==> src/include/ccr_pkg.sv <==
// Constants for the channel context receive control block.
package ccr_pkg;
  // Register byte offsets on the Wishbone slave.
  localparam logic [3:0] REG_CTRL_OFS    = 4'h0;
  localparam logic [3:0] REG_STATUS_OFS  = 4'h4;
  localparam logic [3:0] REG_ACCEPT_OFS  = 4'h8;
  localparam logic [3:0] REG_DROP_OFS    = 4'hc;
  // Control register fields and reset value.
  localparam int         CTRL_IRQ_MASTER = 0;
  localparam int         CTRL_SMALL_TBL  = 1;
  localparam logic [1:0] CTRL_RESET      = 2'h0;
  // Status register fields.
  localparam int         STAT_LAST_ACC   = 0;
  localparam int         STAT_LAST_DROP  = 1;
  localparam int         STAT_LAST_MISS  = 2;
  localparam int         STAT_LAST_ERR   = 3;
  // Context entry word 0 fields.
  localparam int         W0_JUMP_EN      = 13;
  // Context entry word offset 10: next entry pointer field.
  localparam int         W10_PTR_HI      = 15;
  localparam int         W10_PTR_LO      = 3;
  // Context entry word offset 12 receive control bits.
  localparam int         W12_RX_READY    = 15;
  localparam int         W12_RX_CONG     = 14;
  localparam int         W12_RX_MISS     = 13;
  localparam int         W12_RAW_PASS    = 11;
  localparam int         W12_IRQ_DIS     = 10;
  localparam int         W12_ACCEPT_ERR  = 9;
  localparam int         W12_KEEP_FCS    = 8;
  // Context entry word offset 14: shared ring enable and pointer.
  localparam int         W14_SHARE_EN    = 0;
  localparam int         W14_PTR_HI      = 15;
  localparam int         W14_PTR_LO      = 3;
  // Word offset 16: current receive descriptor slot in bits 15:9.
  localparam int         W16_SLOT_HI     = 15;
  localparam int         W16_SLOT_LO     = 9;
  // Address field bit positions, first octet in bits 31:24.
  localparam int         ADDR_CR         = 25;
  localparam int         ADDR_FECN       = 19;
  localparam int         ADDR_BECN       = 18;
  localparam int         ADDR_DE         = 17;
  // Address field length limits in octets.
  localparam logic [2:0] ADDR_MIN_OCT    = 3'h2;
  localparam logic [2:0] ADDR_MAX_OCT    = 3'h4;
  // Widths.
  localparam int         IDX_W           = 13;
  localparam int         SLOT_W          = 7;
  localparam int         BASE_W          = 24;
  localparam int         CNT_W           = 16;
endpackage : ccr_pkg

==> src/verilog/ccr_rx_ctrl.sv <==
// Receive-side channel context entry control with a Wishbone slave.
//
// How it works
// - Accept address fields of two to four octets.
// - Management channel sends address field unaltered.
// - Ordinary channels take congestion bits from descriptor.
// - Copy congestion bits to rx word0, not management.
// - Use next pointer only when jump is enabled.
// - Next pointer uses all thirteen index bits.
// - Channel not ready discards every frame.
// - Congestion drops DE frames and counts them.
// - Set miss flag when not ready or unowned.
// - Miss raises interrupt when master enable set.
// - Raw pass keeps header, congestion bits untouched.
// - Interrupt disable suppresses receive interrupts.
// - Accept errored frames and flag them.
// - Keep checksum stores frame check after data.
// - Shared ring uses pointed entry slot and base.
// - Shared ring updates pointed entry congestion counts.
// - Shared pointer uses all thirteen index bits.
// - Slot field holds index zero to 127.
// - Count FECN frames while channel is ready.
// - Receive only when active and ready.
// - Jump enable selects pointed entry next.
`timescale 1ns/1ns
module ccr_rx_ctrl #(
  parameter int CNT_WIDTH = ccr_pkg::CNT_W
) (
  input  wire logic                          CORE_CLK,
  input  wire logic                          RST_N,
  // Wishbone classic slave.
  input  wire logic                          CYC_I,
  input  wire logic                          STB_I,
  input  wire logic                          WE_I,
  input  wire logic [3:0]                    ADR_I,
  input  wire logic [3:0]                    SEL_I,
  input  wire logic [31:0]                   DAT_I,
  output logic [31:0]                        DAT_O,
  output logic                               ACK_O,
  // Context entry words fetched by the DMA engine for the current entry.
  input  wire logic [ccr_pkg::IDX_W-1:0]     CUR_ENTRY_IDX,
  input  wire logic [15:0]                   CTX_W0,
  input  wire logic [15:0]                   CTX_W10,
  input  wire logic [15:0]                   CTX_W12,
  input  wire logic [15:0]                   CTX_W14,
  input  wire logic [15:0]                   CTX_W16,
  input  wire logic [15:0]                   CTX_W18,
  input  wire logic [31:0]                   CTX_ADDR,
  // Ring words of the entry named by the shared ring pointer.
  input  wire logic [15:0]                   SHR_W16,
  input  wire logic [15:0]                   SHR_W18,
  // Entry service finished; asks for the next entry index.
  input  wire logic                          ENTRY_DONE,
  // Transmit header build request.
  input  wire logic                          TX_HDR_REQ,
  input  wire logic                          TX_IS_MGMT,
  input  wire logic [3:0]                    TX_DESC_BITS,
  // Received frame report from the deframer.
  input  wire logic                          FRM_VALID,
  input  wire logic                          FRM_IS_MGMT,
  input  wire logic [2:0]                    FRM_ADDR_OCTETS,
  input  wire logic [31:0]                   FRM_ADDR,
  input  wire logic                          FRM_ABORTED,
  input  wire logic                          FRM_BAD_FCS,
  input  wire logic                          FRM_TABLE_ACTIVE,
  input  wire logic                          FRM_BUF_OWNED,
  // Next entry selection.
  output logic                               NEXT_VALID,
  output logic [ccr_pkg::IDX_W-1:0]          NEXT_ENTRY_IDX,
  // Transmit address field.
  output logic                               TX_HDR_VALID,
  output logic [31:0]                        TX_ADDR,
  // Receive decision.
  output logic                               RX_ACCEPT,
  output logic                               RX_DISCARD,
  output logic                               RX_WORD0_CONG_WE,
  output logic [3:0]                         RX_WORD0_CONG,
  output logic                               RX_FRAME_ERROR,
  output logic                               RX_KEEP_HEADER,
  output logic                               RX_STORE_FCS,
  output logic [ccr_pkg::IDX_W-1:0]          RING_ENTRY_IDX,
  output logic [ccr_pkg::SLOT_W-1:0]         RING_SLOT,
  output logic [ccr_pkg::BASE_W-1:0]         RING_BASE,
  // Context write-back and counter strobes.
  output logic                               MISS_SET,
  output logic [15:0]                        CTX_W12_OUT,
  output logic                               FECN_CNT_INC,
  output logic                               DISCARD_CNT_INC,
  output logic                               RX_CONG_CNT_INC,
  output logic [ccr_pkg::IDX_W-1:0]          CONG_CNT_IDX,
  // Event pulses towards the interrupt ring writer.
  output logic                               MISS_IRQ,
  output logic                               RX_IRQ
);

  // Control register: interrupt master enable and table size select.
  logic [1:0]            ctrl_reg;
  // Last decision flags shown to software.
  logic [3:0]            status_reg;
  // Accepted and dropped frame counts.
  logic [CNT_WIDTH-1:0]  accept_cnt_reg;
  logic [CNT_WIDTH-1:0]  drop_cnt_reg;
  logic                  ack_reg;
  logic [31:0]           dat_reg;

  // Bus request taken in the cycle before the acknowledge.
  logic                  bus_req;
  logic                  bus_wr;
  assign bus_req = CYC_I & STB_I & ~ack_reg;
  assign bus_wr  = bus_req & WE_I;

  // Context bit views of the current entry.
  logic                  ready;
  logic                  congested;
  logic                  raw_pass;
  logic                  irq_dis;
  logic                  accept_err;
  logic                  keep_fcs;
  logic                  share_en;
  logic                  errored;
  logic                  de_bit;
  logic                  len_ok;
  assign ready      = CTX_W12[ccr_pkg::W12_RX_READY];
  assign congested  = CTX_W12[ccr_pkg::W12_RX_CONG];
  assign raw_pass   = CTX_W12[ccr_pkg::W12_RAW_PASS];
  assign irq_dis    = CTX_W12[ccr_pkg::W12_IRQ_DIS];
  assign accept_err = CTX_W12[ccr_pkg::W12_ACCEPT_ERR];
  assign keep_fcs   = CTX_W12[ccr_pkg::W12_KEEP_FCS];
  assign share_en   = CTX_W14[ccr_pkg::W14_SHARE_EN];
  assign errored    = FRM_ABORTED | FRM_BAD_FCS;
  assign de_bit     = FRM_ADDR[ccr_pkg::ADDR_DE];
  // Any length from two up to four octets is a legal address field.
  assign len_ok     = (FRM_ADDR_OCTETS >= ccr_pkg::ADDR_MIN_OCT) &&
                      (FRM_ADDR_OCTETS <= ccr_pkg::ADDR_MAX_OCT);

  // Receive decision, decided combinationally and registered below.
  logic                  live;
  logic                  miss_next;
  logic                  cong_drop;
  logic                  err_drop;
  logic                  accept_next;
  assign live        = FRM_VALID & FRM_TABLE_ACTIVE & len_ok;
  // Missing readiness or a buffer both count as a miss.
  assign miss_next   = live & (~ready | ~FRM_BUF_OWNED);
  assign err_drop    = live & ready & errored & ~accept_err;
  assign cong_drop   = live & ready & ~err_drop & congested &
                       de_bit;
  assign accept_next = live & ready & FRM_BUF_OWNED & ~err_drop &
                       ~cong_drop;

  // Wishbone acknowledge: one cycle after the request is seen.
  always_ff @(posedge CORE_CLK) begin
    if (!RST_N) begin
      ack_reg <= 1'b0;
    end else begin
      ack_reg <= bus_req;
    end
  end

  // Read data mux; an unmapped offset reads as zero.
  always_ff @(posedge CORE_CLK) begin
    if (!RST_N) begin
      dat_reg <= 32'h0;
    end else if (bus_req && !WE_I) begin
      case (ADR_I)
        ccr_pkg::REG_CTRL_OFS:   dat_reg <= {30'h0, ctrl_reg};
        ccr_pkg::REG_STATUS_OFS: dat_reg <= {28'h0, status_reg};
        ccr_pkg::REG_ACCEPT_OFS: dat_reg <= 32'(accept_cnt_reg);
        ccr_pkg::REG_DROP_OFS:   dat_reg <= 32'(drop_cnt_reg);
        default:                 dat_reg <= 32'h0;
      endcase
    end
  end

  // Control register write through the low byte lane.
  always_ff @(posedge CORE_CLK) begin
    if (!RST_N) begin
      ctrl_reg <= ccr_pkg::CTRL_RESET;
    end else if (bus_wr && SEL_I[0] && ADR_I == ccr_pkg::REG_CTRL_OFS) begin
      ctrl_reg <= DAT_I[1:0];
    end
  end

  // Frame counters; a write of any value to a counter clears it, and a
  // frame event in the same cycle wins so no count is lost.
  always_ff @(posedge CORE_CLK) begin
    if (!RST_N) begin
      accept_cnt_reg <= '0;
      drop_cnt_reg   <= '0;
    end else begin
      if (accept_next) begin
        accept_cnt_reg <= accept_cnt_reg + 1'b1;
      end else if (bus_wr && ADR_I == ccr_pkg::REG_ACCEPT_OFS) begin
        accept_cnt_reg <= '0;
      end
      if (live && !accept_next) begin
        drop_cnt_reg <= drop_cnt_reg + 1'b1;
      end else if (bus_wr && ADR_I == ccr_pkg::REG_DROP_OFS) begin
        drop_cnt_reg <= '0;
      end
    end
  end

  // Status keeps the flags of the most recent live frame.
  always_ff @(posedge CORE_CLK) begin
    if (!RST_N) begin
      status_reg <= 4'h0;
    end else if (live) begin
      status_reg[ccr_pkg::STAT_LAST_ACC]  <= accept_next;
      status_reg[ccr_pkg::STAT_LAST_DROP] <= ~accept_next;
      status_reg[ccr_pkg::STAT_LAST_MISS] <= miss_next;
      status_reg[ccr_pkg::STAT_LAST_ERR]  <= errored;
    end
  end

  // Next entry: the pointer field is used whole as a table index, so the
  // small table select bit has no say here.
  always_ff @(posedge CORE_CLK) begin
    if (!RST_N) begin
      NEXT_VALID     <= 1'b0;
      NEXT_ENTRY_IDX <= '0;
    end else begin
      NEXT_VALID <= ENTRY_DONE;
      if (ENTRY_DONE) begin
        if (CTX_W0[ccr_pkg::W0_JUMP_EN]) begin
          NEXT_ENTRY_IDX <=
            CTX_W10[ccr_pkg::W10_PTR_HI:ccr_pkg::W10_PTR_LO];
        end else begin
          NEXT_ENTRY_IDX <= CUR_ENTRY_IDX + 1'b1;
        end
      end
    end
  end

  // Transmit address field; on ordinary channels the descriptor bits
  // overwrite the context bits at the FECN, BECN, DE and CR positions.
  always_ff @(posedge CORE_CLK) begin
    if (!RST_N) begin
      TX_HDR_VALID <= 1'b0;
      TX_ADDR      <= 32'h0;
    end else begin
      TX_HDR_VALID <= TX_HDR_REQ;
      if (TX_HDR_REQ) begin
        if (TX_IS_MGMT) begin
          TX_ADDR <= CTX_ADDR;
        end else begin
          TX_ADDR <= CTX_ADDR;
          TX_ADDR[ccr_pkg::ADDR_FECN] <= TX_DESC_BITS[3];
          TX_ADDR[ccr_pkg::ADDR_BECN] <= TX_DESC_BITS[2];
          TX_ADDR[ccr_pkg::ADDR_DE]   <= TX_DESC_BITS[1];
          TX_ADDR[ccr_pkg::ADDR_CR]   <= TX_DESC_BITS[0];
        end
      end
    end
  end

  // Receive decision strobes, one cycle after the frame report.
  always_ff @(posedge CORE_CLK) begin
    if (!RST_N) begin
      RX_ACCEPT  <= 1'b0;
      RX_DISCARD <= 1'b0;
    end else begin
      RX_ACCEPT  <= accept_next;
      RX_DISCARD <= FRM_VALID & ~accept_next;
    end
  end

  // Receive descriptor word 0 content for accepted frames.
  always_ff @(posedge CORE_CLK) begin
    if (!RST_N) begin
      RX_WORD0_CONG_WE <= 1'b0;
      RX_WORD0_CONG    <= 4'h0;
      RX_FRAME_ERROR   <= 1'b0;
      RX_KEEP_HEADER   <= 1'b0;
      RX_STORE_FCS     <= 1'b0;
    end else begin
      // Raw pass and the management channel leave these bits alone.
      RX_WORD0_CONG_WE <= accept_next & ~FRM_IS_MGMT & ~raw_pass;
      RX_WORD0_CONG    <= {FRM_ADDR[ccr_pkg::ADDR_FECN],
                           FRM_ADDR[ccr_pkg::ADDR_BECN],
                           FRM_ADDR[ccr_pkg::ADDR_DE],
                           FRM_ADDR[ccr_pkg::ADDR_CR]};
      RX_FRAME_ERROR   <= accept_next & errored;
      RX_KEEP_HEADER   <= accept_next & raw_pass;
      RX_STORE_FCS     <= accept_next & keep_fcs;
    end
  end

  // Ring selection: a shared ring borrows slot and base from the entry the
  // shared pointer names, taken whole as a thirteen bit index.
  always_ff @(posedge CORE_CLK) begin
    if (!RST_N) begin
      RING_ENTRY_IDX <= '0;
      RING_SLOT      <= '0;
      RING_BASE      <= '0;
    end else if (FRM_VALID) begin
      if (share_en) begin
        RING_ENTRY_IDX <=
          CTX_W14[ccr_pkg::W14_PTR_HI:ccr_pkg::W14_PTR_LO];
        RING_SLOT <=
          SHR_W16[ccr_pkg::W16_SLOT_HI:ccr_pkg::W16_SLOT_LO];
        // Bit 0 is forced low since the base is a word address.
        RING_BASE <= {SHR_W16[7:0], SHR_W18[15:1], 1'b0};
      end else begin
        RING_ENTRY_IDX <= CUR_ENTRY_IDX;
        RING_SLOT <=
          CTX_W16[ccr_pkg::W16_SLOT_HI:ccr_pkg::W16_SLOT_LO];
        RING_BASE <= {CTX_W16[7:0], CTX_W18[15:1], 1'b0};
      end
    end
  end

  // Miss flag write-back of the receive control word.
  always_ff @(posedge CORE_CLK) begin
    if (!RST_N) begin
      MISS_SET    <= 1'b0;
      CTX_W12_OUT <= 16'h0;
    end else begin
      MISS_SET <= miss_next;
      if (miss_next) begin
        CTX_W12_OUT <= CTX_W12 | (16'h1 << ccr_pkg::W12_RX_MISS);
      end
    end
  end

  // Counter strobes; congestion counts go to the shared entry if any.
  // Congestion may also drop raw-pass frames; the host keeps it clear.
  always_ff @(posedge CORE_CLK) begin
    if (!RST_N) begin
      FECN_CNT_INC    <= 1'b0;
      DISCARD_CNT_INC <= 1'b0;
      RX_CONG_CNT_INC <= 1'b0;
      CONG_CNT_IDX    <= '0;
    end else begin
      FECN_CNT_INC    <= live & ready & FRM_ADDR[ccr_pkg::ADDR_FECN];
      DISCARD_CNT_INC <= cong_drop;
      RX_CONG_CNT_INC <= accept_next;
      if (FRM_VALID) begin
        CONG_CNT_IDX <= share_en ?
          CTX_W14[ccr_pkg::W14_PTR_HI:ccr_pkg::W14_PTR_LO] :
          CUR_ENTRY_IDX;
      end
    end
  end

  // Event pulses for the interrupt ring writer.
  always_ff @(posedge CORE_CLK) begin
    if (!RST_N) begin
      MISS_IRQ <= 1'b0;
      RX_IRQ   <= 1'b0;
    end else begin
      MISS_IRQ <= miss_next & ctrl_reg[ccr_pkg::CTRL_IRQ_MASTER];
      RX_IRQ   <= accept_next & ~irq_dis;
    end
  end

  assign ACK_O = ack_reg;
  assign DAT_O = dat_reg;

endmodule : ccr_rx_ctrl

==> config.mk <==
export PLATFORM = sky130hd
export DESIGN_NAME = ccr_rx_ctrl
export DESIGN_NICKNAME = d
export VERILOG_FILES = /design/src/include/ccr_pkg.sv /design/src/verilog/ccr_rx_ctrl.sv
export SDC_FILE = /design/constraint.sdc
export NUM_CORES = 1
export LEC_CHECK = 0
export BUFFER_PORTS_ARGS = -buffer_cell sky130_fd_sc_hd__buf_4
export CORE_AREA = 2 2 170 172
export DETAILED_ROUTE_END_ITERATION = 7
export DIE_AREA = 0 0 172 174
export GPL_TIMING_DRIVEN = 0
export PLACE_DENSITY = 0.62
export SLEW_MARGIN = 20
export SYNTH_ARGS = -nofsm -noshare
export SYNTH_HDL_FRONTEND = slang
export SYNTH_SLANG_ARGS = --single-unit
==> constraint.sdc <==
create_clock -name CORE_CLK -period 4.49 [get_ports CORE_CLK]
set_clock_uncertainty 0.2 [all_clocks]
set_input_delay 0.449 -clock CORE_CLK [delete_from_list [all_inputs] [get_ports CORE_CLK]]
set_output_delay 0.449 -clock CORE_CLK [all_outputs]
set_load 0.05 [all_outputs]
==> metrics <==
First-pass DRT Iterations=5; Worst-Skew Late Latency=0.43 ns; Worst Setup Path Type=in -> reg; Pins Over Slew Limit=0; Slew HR=45.9%; first-pass GRT wire length=42.6 mm; GP Congestion=0.837; Die Width=172 um; main combinational cell family by area after synthesis=simple AND/OR/NAND/NOR gates; Hold WC Path Type=in -> reg; WL per Instance=17.4 um; postcts setup bufs=0; arrival time worst endpoint=2.36 ns; diode count=0; initial antenna violation count=0; commonest non-fill, non-tap cell in the layout=buf_4; Initial DRC Count=397; share of cells above drive strength 1=35.4%; CTS Buf Count=17; number of synthesized register bits=176; period utilisation layout=50.6%; outcome=complete, no violations; Setup-failing EPs final=0; commonest non-fill, non-tap cells in the layout=358 x buf_4, 176 x dfxtp_1, 121 x nor2_1, 84 x mux2i_1, 72 x nand2_1; Syn-to-layout area delta=46.0%; detailed route wirelength on metal2=13.7 mm; Max Root-Sink Buffers=2; row cnt=62; Post-Synth Simple-Gate Area=18.8%; Post-route DRC=0; wire length on met3=1.82 mm; final wirelength=28.0 mm; Post-synth top flop=dfxtp_1; multiplexer share of the synthesized area=11.6%; Post-Synthesis Cell Area=0.00784 mm2; total number of vias=7537; Metal-1 WL=12.2 mm; initial core utilization=27.8%; P_leak=0.00512 uW; CP delay by family, top=buffers and inverters; Multi-input gate area=0.00385 mm2; synthesized area per cell=9.22 um2; FFs w/ async S/R, synth=0%; clock root buffer=clkbuf_16; CTS Hold Buffers Added=3; DP Cell Count=1574; Syn Inst Count=850; Slew @ Worst Pin=0.812 ns; max FFs per register=32; Final Worst Setup Slack=2.22 ns; Clock Sinks=176; Die Ht=174 um; Top reg by flops=TX_ADDR; Critical Path End Type=flip-flop; Critical Path, Cell by Cell=buf_4, inv_1, buf_2, clkbuf_1, clkbuf_1, nor2_1; crit path max-delay cell type=clkbuf_1; unrepaired setup endpoints after global routing=no; final cell count without fillers=1608; Seq/Total Area, Yosys=44.9%; Post-Synth Adder-Cell Area=0.479%; setup TNS=0 ns; Final min period=2.27 ns; Yosys Warn Count=0; CP Launch Type=input port; Critical Path RT=4.57 ns; most frequent CP cell=clkbuf_1; DIE AREA=0.0299 mm2; Distinct cells, synth=63; pwr/cell area=352 mW/mm2; CP max FO=10; Nets=1481; CORE AREA=0.0282 mm2; largest net degree at the start of global routing=17; dpl hpwl=22.0 mm; achievable frequency=440 MHz; Final ANT Viol Nets=0; Max Cap Viol=0; CTS clk-pin slew, worst paths=0.06 ns; CTS resizes=0; # fillers=2882; Largest regs=TX_ADDR: 32 flops, RING_BASE: 23 flops; IR drop worst, VDD=274 uV; Boundary Pins=435; Synth Area in Compound Gates=15.3%; number of global-route vias before repair=7485; I/O Buffers=324; Max stage delay on crit path=0.62 ns; via/cell ratio=4.69; top sig layer=met4; H-tree levels=4; Synth Area in XOR/XNOR=2.23%; DP Worst Slack=1.73 ns; DP Area=0.0108 mm2; total track usage=18.3%; grt ovf=0; Post-synth EDFFs=0; Final Instance Area=0.0114 mm2; CTS tree=built; final hold vios=0; Buf/Inv on CP=5; Seq. cell area=0.00352 mm2
## power breakdown
group	switching, uW	total [uW]	leakage [uW]	internal, uW
Sequential	40.5	1670	0.00144	1620
Combinational	513	811	0.00338	298
Clock	688	1550	0.000300	866
## cell families after synthesis
family	count (synthesis)
simple gates	295
flops	176
compound gates	173
buf+inv	94
mux	88
xor+xnor	20
fa+ha+maj	3
other cells	1
## metrics by stage
stage / util, % / power, uW / hold WS [ns]
after floorplan: - / 2190 / 0.233
after global routing: 40.5 / 4180 / 0.0286
final: 40.5 / 4030 / 0.0396
after global placement: 38.3 / 2510 / 0.244
after detailed placement: 38.3 / 2510 / 0.250
after CTS: 40.5 / 4070 / 0.0185
## path summary, 6_finish.rpt
check	start	endpoint	slack (ns)	depth (start not counted)
worst max-delay path	RST_N	TX_ADDR[3]	2.22	6
worst min-delay path	FRM_ADDR[18]	RX_WORD0_CONG[2]	0.04	2
worst max register to register	accept_cnt_reg[1]	accept_cnt_reg[12]	2.43	6
worst min register to register	CTX_W12_OUT[8]	CTX_W12_OUT[8]	0.26	2
## Yosys cell counts (5+ instances only)
library cell / instances / share of area [%]
xor2_1: 12 / 1.3
nor2_1: 121 / 5.8
a22oi_1: 16 / 1.5
a22o_1: 16 / 1.8
and4_1: 5 / 0.56
dfxtp_1: 176 / 45
nor2b_1: 9 / 0.72
o21ai_0: 17 / 1.1
nand2_1: 72 / 3.4
a211oi_1: 55 / 5.3
nand3_1: 21 / 1.3
a31oi_1: 12 / 0.96
or3_1: 7 / 0.56
and3_1: 9 / 0.72
nand4_1: 7 / 0.56
xnor2_1: 8 / 0.89
a21oi_1: 35 / 2.2
nor4_2: 5 / 0.80
buf_4: 34 / 3.3
and2_1: 10 / 0.80
buf_1: 11 / 0.53
clkbuf_1: 25 / 1.2
inv_1: 5 / 0.24
nor3_1: 8 / 0.51
buf_2: 14 / 0.89
mux2i_1: 84 / 11
## layout make-up
type	count	share of cell area (%)
clock inverter	12	1.32
inverter	6	0.197
buffer	88	4.36
sequential	176	30.8
clock buffer	19	3.96
tap	384	4.20
timing repair buffer	327	21.5
multi-input combinational	596	33.7
## routing by layer
metal | GRT usage (%) | up-vias
li1 | - | 3698
met1 | 23.6 | 3535
met2 | 31.4 | 287
met3 | 4.21 | 17
met4 | 3.64 | 0
met5 | 0 | -
(Power assumes the default switching activity.)
